**src/hw/dae_pkg.sv**
```systemverilog
package dae_pkg;
	localparam int DAE_XLEN = 64;
	localparam int DAE_IW = 16;
	localparam int DAE_RIDX_W = 5;
	localparam int DAE_NREGS = 32;
	localparam logic [4:0] DAE_PREFIX_OP = 5'h1E;
	localparam logic [4:0] DAE_WIDE_MAJOR_GROUP = 5'h1F;
	localparam logic [4:0] DAE_REG_PAIR_IMM_ADD_GROUP = 5'h08;
	localparam logic [2:0] DAE_TWO_OPERAND_FUNCT = 3'h5;
	localparam logic [2:0] DAE_PC_REL_FUNCT = 3'h6;
	localparam logic [2:0] DAE_STACK_ADJUST_FUNCT = 3'h3;
	localparam logic [4:0] DAE_SP_INDEX = 5'h1D;
	localparam int DAE_PC_SHIFT = 2;
	localparam int DAE_SP_SHIFT = 3;
	localparam int DAE_MAJOR_HI = 15;
	localparam int DAE_MAJOR_LO = 11;
	localparam int DAE_FUNCT_HI = 10;
	localparam int DAE_FUNCT_LO = 8;
	localparam int DAE_RX_HI = 10;
	localparam int DAE_RX_LO = 8;
	localparam int DAE_RY_HI = 7;
	localparam int DAE_RY_LO = 5;
	localparam int DAE_RRI_SEL_BIT = 4;
	localparam logic [4:0] DAE_XLAT_LOW0 = 5'h10;
	localparam logic [4:0] DAE_XLAT_LOW1 = 5'h11;
	localparam logic [15:0] DAE_EXT_RST = 16'h0000;
	localparam logic [63:0] DAE_WORD_RST = 64'h0000000000000000;
	localparam logic [63:0] DAE_LOW2_MASK = 64'hFFFFFFFFFFFFFFFC;

	typedef enum logic {DAE_IDLE, DAE_EXEC} dae_phase_t;
endpackage : dae_pkg

```
**src/hw/dae_exec.sv**
```systemverilog
// How it works
// - prefix plus wide group funct 101: 16-bit signed immediate added to ry
// - every sum wraps modulo two to the 64th, never any overflow trap
// - group 01000 bit4 set: signed 4-bit immediate plus rx into ry
// - prefixed 01000 form: 15-bit signed immediate plus rx into ry
// - plain pc form: immediate times four, zero-extended, added to own address
// - in a delay slot the captured jump address is the base of the plain pc form
// - plain pc form result has its two low bits cleared
// - prefixed pc form: address low bits cleared, 16-bit signed immediate added
// - funct 011: signed 8-bit immediate times eight added to register 29
// - prefixed funct 011: unshifted signed 16-bit immediate added to register 29
`timescale 1ns/1ps
module dae_exec (
	input wire logic CLK,
	input wire logic NRST,
	input wire logic DWORD_ENABLE,
	input wire logic INSTR_VALID,
	input wire logic [dae_pkg::DAE_IW-1:0] INSTR,
	input wire logic [dae_pkg::DAE_XLEN-1:0] INSTR_PC,
	input wire logic IS_JUMP,
	input wire logic IN_BRANCH_SHADOW,
	input wire logic RF_WE,
	input wire logic [dae_pkg::DAE_RIDX_W-1:0] RF_WADDR,
	input wire logic [dae_pkg::DAE_XLEN-1:0] RF_WDATA,
	output logic READY,
	output logic WB_VALID,
	output logic [dae_pkg::DAE_RIDX_W-1:0] WB_INDEX,
	output logic [dae_pkg::DAE_XLEN-1:0] WB_DATA,
	output logic RESERVED_EXC
);
	import dae_pkg::*;

	typedef struct packed {
		dae_phase_t phase;
		logic [15:0] ext;
		logic ext_ok;
		logic [63:0] ext_pc;
		logic [63:0] jump_pc;
		logic [63:0] base;
		logic use_reg;
		logic [63:0] imm;
		logic [4:0] dest;
		logic ready;
		logic wb_valid;
		logic [4:0] wb_index;
		logic [63:0] wb_data;
		logic res_exc;
	} dae_state_t;

	dae_state_t st_reg;
	dae_state_t st_next;
	logic [4:0] rd_addr;
	logic [63:0] rd_data;
	logic [63:0] sum;
	logic mem_we;
	logic [4:0] mem_waddr;
	logic [63:0] mem_wdata;

	function automatic logic [4:0] dae_xlat(input logic [2:0] f);
		logic [4:0] r;
		r = {2'h0, f};
		if (f == 3'h0) begin
			r = DAE_XLAT_LOW0;
		end else if (f == 3'h1) begin
			r = DAE_XLAT_LOW1;
		end
		return r;
	endfunction : dae_xlat

	function automatic logic [63:0] dae_sext16(input logic [15:0] v);
		return {{48{v[15]}}, v};
	endfunction : dae_sext16

	always_comb begin
		logic [4:0] major;
		logic [2:0] funct;
		logic [15:0] imm16;
		logic [14:0] imm15;
		logic [63:0] pc_base;
		logic hit;
		logic [63:0] op_imm;
		logic [63:0] op_base;
		logic op_use_reg;
		logic [4:0] op_dest;
		logic [4:0] op_src;
		major = INSTR[DAE_MAJOR_HI:DAE_MAJOR_LO];
		funct = INSTR[DAE_FUNCT_HI:DAE_FUNCT_LO];
		imm16 = {st_reg.ext[4:0], st_reg.ext[10:5], INSTR[4:0]};
		imm15 = {st_reg.ext[3:0], st_reg.ext[10:4], INSTR[3:0]};
		pc_base = st_reg.ext_ok ? st_reg.ext_pc : INSTR_PC;
		hit = 1'b0;
		op_imm = DAE_WORD_RST;
		op_base = DAE_WORD_RST;
		op_use_reg = 1'b0;
		op_dest = dae_xlat(INSTR[DAE_RY_HI:DAE_RY_LO]);
		op_src = op_dest;
		st_next = st_reg;
		st_next.wb_valid = 1'b0;
		st_next.res_exc = 1'b0;
		mem_we = RF_WE;
		mem_waddr = RF_WADDR;
		mem_wdata = RF_WDATA;
		sum = st_reg.base + st_reg.imm;
		if (major == DAE_WIDE_MAJOR_GROUP && funct == DAE_TWO_OPERAND_FUNCT) begin
			hit = 1'b1;
			op_use_reg = 1'b1;
			op_imm = st_reg.ext_ok ? dae_sext16(imm16) : {{59{INSTR[4]}}, INSTR[4:0]};
		end else if (major == DAE_WIDE_MAJOR_GROUP && funct == DAE_PC_REL_FUNCT) begin
			hit = 1'b1;
			if (st_reg.ext_ok) begin
				op_base = pc_base & DAE_LOW2_MASK;
				op_imm = dae_sext16(imm16);
			end else begin
				op_base = (IN_BRANCH_SHADOW ? st_reg.jump_pc : INSTR_PC);
				op_base = op_base & DAE_LOW2_MASK;
				op_imm = {57'h0, INSTR[4:0], 2'h0};
			end
		end else if (major == DAE_WIDE_MAJOR_GROUP && funct == DAE_STACK_ADJUST_FUNCT) begin
			hit = 1'b1;
			op_use_reg = 1'b1;
			op_dest = DAE_SP_INDEX;
			op_src = DAE_SP_INDEX;
			if (st_reg.ext_ok) begin
				op_imm = dae_sext16(imm16);
			end else begin
				op_imm = {{53{INSTR[7]}}, INSTR[7:0], 3'h0};
			end
		end else if (major == DAE_REG_PAIR_IMM_ADD_GROUP && INSTR[DAE_RRI_SEL_BIT]) begin
			hit = 1'b1;
			op_use_reg = 1'b1;
			op_src = dae_xlat(INSTR[DAE_RX_HI:DAE_RX_LO]);
			if (st_reg.ext_ok) begin
				op_imm = {{49{imm15[14]}}, imm15};
			end else begin
				op_imm = {{60{INSTR[3]}}, INSTR[3:0]};
			end
		end
		rd_addr = op_src;
		case (st_reg.phase)
			DAE_IDLE: begin
				if (INSTR_VALID) begin
					if (IS_JUMP) begin
						st_next.jump_pc = INSTR_PC;
					end
					if (major == DAE_PREFIX_OP && !st_reg.ext_ok) begin
						st_next.ext = INSTR;
						st_next.ext_ok = 1'b1;
						st_next.ext_pc = INSTR_PC;
					end else begin
						st_next.ext_ok = 1'b0;
						if (hit && !DWORD_ENABLE) begin
							st_next.res_exc = 1'b1;
						end else if (hit) begin
							st_next.phase = DAE_EXEC;
							st_next.ready = 1'b0;
							st_next.base = op_base;
							st_next.use_reg = op_use_reg;
							st_next.imm = op_imm;
							st_next.dest = op_dest;
						end
					end
				end
			end
			DAE_EXEC: begin
				sum = (st_reg.use_reg ? rd_data : st_reg.base) + st_reg.imm;
				mem_we = 1'b1;
				mem_waddr = st_reg.dest;
				mem_wdata = sum;
				st_next.wb_valid = 1'b1;
				st_next.wb_index = st_reg.dest;
				st_next.wb_data = sum;
				st_next.phase = DAE_IDLE;
				st_next.ready = 1'b1;
			end
			default: begin
				st_next.phase = DAE_IDLE;
				st_next.ready = 1'b1;
			end
		endcase
	end

	always_ff @(posedge CLK or negedge NRST) begin
		if (!NRST) begin
			st_reg.phase <= DAE_IDLE;
			st_reg.ext <= DAE_EXT_RST;
			st_reg.ext_ok <= 1'b0;
			st_reg.ext_pc <= DAE_WORD_RST;
			st_reg.jump_pc <= DAE_WORD_RST;
			st_reg.base <= DAE_WORD_RST;
			st_reg.use_reg <= 1'b0;
			st_reg.imm <= DAE_WORD_RST;
			st_reg.dest <= 5'h00;
			st_reg.ready <= 1'b1;
			st_reg.wb_valid <= 1'b0;
			st_reg.wb_index <= 5'h00;
			st_reg.wb_data <= DAE_WORD_RST;
			st_reg.res_exc <= 1'b0;
		end else begin
			st_reg <= st_next;
		end
	end

	dae_gpr_mem #(
		.WIDTH(DAE_XLEN),
		.DEPTH(DAE_NREGS),
		.AW(DAE_RIDX_W)
	) u_gpr (
		.clk(CLK),
		.nrst(NRST),
		.we(mem_we),
		.waddr(mem_waddr),
		.wdata(mem_wdata),
		.raddr(rd_addr),
		.rdata(rd_data)
	);

	assign READY = st_reg.ready;
	assign WB_VALID = st_reg.wb_valid;
	assign WB_INDEX = st_reg.wb_index;
	assign WB_DATA = st_reg.wb_data;
	assign RESERVED_EXC = st_reg.res_exc;
endmodule : dae_exec

```
**src/hw/dae_gpr_mem.sv**
```systemverilog
`timescale 1ns/1ps
module dae_gpr_mem #(
	parameter int WIDTH = 64,
	parameter int DEPTH = 32,
	parameter int AW = 5
) (
	input wire logic clk,
	input wire logic nrst,
	input wire logic we,
	input wire logic [AW-1:0] waddr,
	input wire logic [WIDTH-1:0] wdata,
	input wire logic [AW-1:0] raddr,
	output logic [WIDTH-1:0] rdata
);
	logic [WIDTH-1:0] mem [DEPTH];

	always_ff @(posedge clk) begin
		if (we) begin
			mem[waddr] <= wdata;
		end
	end

	// registered read, index zero reads zero
	always_ff @(posedge clk or negedge nrst) begin
		if (!nrst) begin
			rdata <= '0;
		end else if (raddr == '0) begin
			rdata <= '0;
		end else begin
			rdata <= mem[raddr];
		end
	end
endmodule : dae_gpr_mem

```
**config.mk**
```make
export PLATFORM = sky130hd
export DESIGN_NAME = dae_exec
export DESIGN_NICKNAME = d
export VERILOG_FILES = /design/src/hw/dae_pkg.sv /design/src/hw/dae_exec.sv /design/src/hw/dae_gpr_mem.sv
export SDC_FILE = /design/constraint.sdc
export NUM_CORES = 2
export LEC_CHECK = 0
export BUFFER_PORTS_ARGS = -buffer_cell sky130_fd_sc_hd__buf_2
export CAP_MARGIN = 25
export CORE_MARGIN = 1
export CORE_UTILIZATION = 62
export CTS_BUF_LIST = sky130_fd_sc_hd__clkbuf_16
export DETAILED_ROUTE_END_ITERATION = 12
export PLACE_DENSITY = 0.8
export SLEW_MARGIN = 0
export SYNTH_ARGS = -nofsm -noshare
export SYNTH_HDL_FRONTEND = slang
export SYNTH_SLANG_ARGS = --single-unit
```
**constraint.sdc**
```tcl
create_clock -name CLK -period 9.75 [get_ports CLK]
set_input_delay 1.95 -clock CLK [delete_from_list [all_inputs] [get_ports CLK]]
set_output_delay 1.95 -clock CLK [all_outputs]
set_load 0.05 [all_outputs]
```
# Yosys cells after proc, flatten, opt, wreduce, memory -nomap -nowiden
# Memory sizes are Yosys's and may differ from the RTL's. A register that Yosys moved wholly into a read port is not among the register bits.
# Cells that the tools add are included.
[word_totals]
memories = 1
output_inout_bits = 72
ram_bits = 2048
regBits = 352
inputBits = 156
[classes]
bitwise_logic = 3
n_mux = 53
n_eq_ne = 12
n_reduce_logical = 16
add_sub_neg = 1
[memory_table]
columns = ["name", "depth", "word_bits", "rd", "rd_ports_with_merged_regs", "wr", "line", "rtl"]
rows = [
  ["u_gpr.mem", 32, 64, 1, 1, 1, "dae_gpr_mem.sv:15", "logic [WIDTH-1:0] mem [DEPTH];"],
]
[op_table]
columns = ["op", "count"]
rows = [
  ["$mux W64", 16],
  ["$mux W135", 3],
  ["$mux W281", 1],
  ["$mux W70", 1],
  ["$add A64 B64 Y64", 1],
  ["$mux W5", 12],
  ["$mux W1", 17],
  ["$mux W16", 1],
  ["$eq A5 B5 Y1 const B", 2],
  ["$ne A2 B2 Y1 const B", 4],
  ["$eq A3 B1 Y1 const B", 2],
  ["$eq A3 B3 Y1 const B", 2],
  ["$logic_and A1 B1 Y1", 6],
  ["$logic_not A3 Y1", 2],
  ["$reduce_and A3 Y1", 2],
  ["$eq A5 B4 Y1 const B", 1],
  ["$reduce_and A5 Y1", 1],
  ["$pmux W1 S2", 2],
  ["$reduce_and A4 Y1", 1],
  ["$eq A3 B2 Y1 const B", 1],
  ["$logic_not A1 Y1", 3],
  ["$not A1 Y1", 3],
  ["$reduce_and A2 Y1", 1],
]

# Logic depth before layout (Yosys ltp)
[depth]
word_depth = 11
depth_mapped = 14
ltp_nobuf = 12

# By module
# From an unflattened synthesis, not the netlist that was laid out.
[hier_totals]
cells_unflattened = 5529
hier_area_um2 = 98087.8
[by_module_without_submodules]
columns = ["module", "cells_per_inst", "area_per_inst_um2", "instances"]
rows = [
  ["dae_gpr_mem", 3458, 79261.0, 1],
  ["dae_exec", 2071, 18826.8, 1],
]

# Least setup slack after synthesis
# Ideal clock, no wire load.
[synth_path]
kind = "input to register"
startpoint = "input port RF_WADDR[2] in the netlist's numbering"
endpoint = "memory u_gpr.mem[0][0], enable pin"
path_stages = 4
setup_ns = 0.487
arrival_time_ns = 5.178
path_buffers = 0
slack_ns = 4.086
t_required_ns = 9.263
cell_sequence = "or3_1 o31ai_1 nand2_1 nor2_1"
[synth_between]
elab_chain_len = 1
[synth_lines]
columns = ["element", "line", "rtl"]
rows = [
  ["start, declared", "dae_exec.sv:23", "input wire logic [dae_pkg::DAE_RIDX_W-1:0] RF_WADDR,"],
  ["$mux W5", "dae_exec.sv:139", "case (st_reg.phase)"],
  ["end, declared", "dae_gpr_mem.sv:15", ""],
]
# Every way passes these cells.

# Final worst setup path
[layout_path]
startpoint = "input port INSTR[13] in the netlist's numbering"
endpoint = "register u_gpr.rdata[49] (read register of u_gpr.mem)"
[layout_between]
elab_chain_len = 6
elab_cells_between_ends = 10
[layout_lines]
columns = ["element", "line", "rtl"]
rows = [
  ["start, declared", "dae_exec.sv:18", "input wire logic [dae_pkg::DAE_IW-1:0] INSTR,"],
  ["$eq A5 B4 Y1", "dae_exec.sv:128", "end else if (major == DAE_REG_PAIR_IMM_ADD_GROUP && INSTR[DAE_RRI_SEL_BIT]) begin"],
  ["$logic_and A1 B1 Y1", "dae_exec.sv:128", ""],
  ["$mux W5", "dae_exec.sv:128", ""],
  ["$mux W5", "dae_exec.sv:118", "end else if (major == DAE_WIDE_MAJOR_GROUP && funct == DAE_STACK_ADJUST_FUNCT) begin"],
  ["$mux W5", "dae_exec.sv:108", "end else if (major == DAE_WIDE_MAJOR_GROUP && funct == DAE_PC_REL_FUNCT) begin"],
  ["$mux W5 (*)", "dae_exec.sv:104", "if (major == DAE_WIDE_MAJOR_GROUP && funct == DAE_TWO_OPERAND_FUNCT) begin"],
  ["end, declared", "dae_gpr_mem.sv:13", "output logic [WIDTH-1:0] rdata"],
]
# Mark *: on every way between the ends. The rest lies on a longest branch, timed or not.
# A chain may end at the register's enable or synchronous reset.

==> out/results.txt <==
status = finished clean
min cycle time layout = 5.47 ns
top cell type's share of synthesized area = 47.6%
Die X = 294 µm
critical path arrival = 5.97 ns
initial antenna violation count = 14
crit-path max FO = 50
CTS H-tree lvls = 3
Rows = 106
WP data required = 10.25 ns
max FFs per register = 836
Setup crit end kind = flip-flop
class of the worst hold path = reg -> reg
Post-Syn Area per Cell = 11.9 µm²
final setup violation count = 0
max-cap violation count = 0
TritonCTS clock tree = done
clock skew = 0.0361 ns
drt via density = 6.40
register area share after synthesis = 64.5%
CP delay by family, top = simple AND/OR/NAND/NOR gates
gr ovfl total = 0
most common cell after layout, fill and taps aside = nand2_1
setup_tns = 0 ns
dpl cell area = 54500 µm²
Worst Setup Slack, final = 4.28 ns
ys flop type = edfxtp_1
die height = 294 µm
post-synth top area cell = edfxtp_1
I/O pin total = 228
CTS Buf Count = 111
total routed wirelength = 141000 µm
startpoint types = input pin
most frequent cells in the layout = 958 x nand2_1, 836 x edfxtp_1, 352 x dfrtp_1
Async SR Flop Fraction = 29.9%
synthesized cell area = 52800 µm²
EDFF count, synth = 836
max incr delay on CP = 0.68 ns
Tot GR Track Use = 32.3%
Worst Tran Pin Value = 1.10 ns
Setup Fix Bufs, Post-CTS = 0
die area = 86300 µm²
Worst-path clk slew = 0.06 ns
type of the worst setup path = in -> reg
Synth-to-Final Area Change = 10.3%
Synth Register Bits = 1193
Synth cell types = 83
design area = 58200 µm²
Synth Instances = 4445
post-CTS sizing = 0
clock tree buffer depth = 3
post-route ant nets = 0
fin util = 69.3%
worst path buffer plus inverter count = 3
slowest cell on the critical path = nor4b_1
# nets final = 4758
Post-Synthesis Net Count = 4665
cell mode on critical path = buf_4
1st-pass router iterations = 6
CORE AREA = 84000 µm²
Final Max Tran Viols = 0
Fmax achieved = 0.183 GHz
Final Instance Count excl. Fillers = 5771
Slew Limit Headroom = 26.9%
Tcrit/Tclk final = 56.1%
root buf cell = clkbuf_16
hold_buf cts = 0
gpl congestion = 0.936
vias in the first global route = 35100
Initial DRC Count = 5177
Post-route DRC = 0
Power Density = 184 nW/µm²
largest net degree at the start of global routing = 160
top cells by area, synth = edfxtp_1 48%, dfrtp_1 17%, nand2_1 6.9%
PortBufs = 225
critical-path cell list = buf_2, nand3_1, nor4b_1, and2_2, buf_4, or3_4, buf_4, nand2_1, and3_1, a31oi_1, o22ai_1, a21oi_1
Synth warnings = 0
HPWL after DPL = 84700 µm
RSZ-0062 raised after global routing = no
DP Cell Count = 5544
final hold vios = 0
vias = 37000
layout cells sized above 1 = 16.4%
clk_lat worst skew = 0.70 ns
post-place setup slack = 3.78 ns
Routed wire per std cell = 24.5 µm
global-route wire length before repair = 210000 µm
# clock sinks = 1193
Initial Utilization = 62.8%
maximum vdd drop = 149 µV
Leakage Power = 0.0231 µW
[cell usage after synthesis, types with 12 or more instances]
cell type,number
buf_2,76
dfrtp_1,356
edfxtp_1,836
a311oi_1,54
or3_1,12
nor3_1,15
xnor2_1,27
buf_1,29
a31oi_1,117
o22ai_1,46
buf_4,82
nand2_1,963
nor2_1,146
a211oi_1,12
nand4_1,18
mux2_2,214
and3_1,119
clkbuf_1,162
a21o_1,31
mux2i_1,69
ha_1,63
a21oi_1,219
o21bai_1,16
xor2_1,16
inv_1,117
o21ai_0,161
o31ai_1,80
nand3_1,216
[layer usage]
metal | up-vias | GRT usage (%) | wire length, µm
li1 | 16200 | - | -
met3 | 291 | 6.19 | 17000
met5 | - | 0 | 41
met4 | 6 | 11.2 | 4310
met2 | 2234 | 49.7 | 64800
met1 | 18200 | 46.5 | 55200
[cell families after synthesis]
| family | synth area share, % |
|---|---|
| flops | 64.5 |
| fa+ha+maj | 1.53 |
| simple gates | 12.7 |
| buf+inv | 4.14 |
| mux | 6.35 |
| xor+xnor | 0.714 |
| compound gates | 10.0 |
[where the power goes]
part	switching, µW	internal, µW
combinational	507	278
sequential	119	5620
clock	1890	2290
[worst register-to-register path, stage by stage, from the launching register on]
cell	delay (ns)
dfrtp_2	0.34
buf_4	0.70
mux2_2	0.48
ha_1	0.39
a21oi_1	0.12
o21ai_0	0.33
a221oi_2	0.12
a211oi_1	0.60
nor3_1	0.21
o41ai_1	0.41
xor2_1	0.12
nand2_1	0.36
o21ai_0	0.40
clkbuf_2	0.27
[through the flow]
step | hold slack [ns] | total power (µW)
finish | 0.480 | 10700
global placement | 0.461 | 6560
CTS | 0.482 | 10700
detailed placement | 0.467 | 6600
floorplan | 0.352 | 6290
global route | 0.505 | 11000
[area by class of cell]
class	instances	area (µm²)
diodes	3	7.51
clock buffers	113	2830
clock inverters	96	697
fillers	5591	25800
inverters	117	439
multi-input cells	2783	16700
flip-flops and latches	1193	34000
well taps	1134	1420
repair buffers	332	2060
[worst paths after layout]
path	startpoint	end	slack [ns]	cells after the start
hold / removal	st_reg[146]$_DFFE_PN0P_	st_reg[146]$_DFFE_PN0P_	0.48	2
min in group asynchronous	NRST	st_reg[214]$_DFFE_PN0P_	1.32	1
setup reg to reg	st_reg[141]$_DFFE_PN0P_	u_gpr.mem[2][43]$_DFFE_PP_	4.65	13
max in group asynchronous	NRST	u_gpr.rdata[56]$_DFF_PN0_	6.37	3
setup / recovery	INSTR[13]	u_gpr.rdata[49]$_DFF_PN0_	4.28	12
hold reg to reg	st_reg[146]$_DFFE_PN0P_	st_reg[146]$_DFFE_PN0P_	0.48	2
Note: power is estimated with default switching activity, not from simulation.
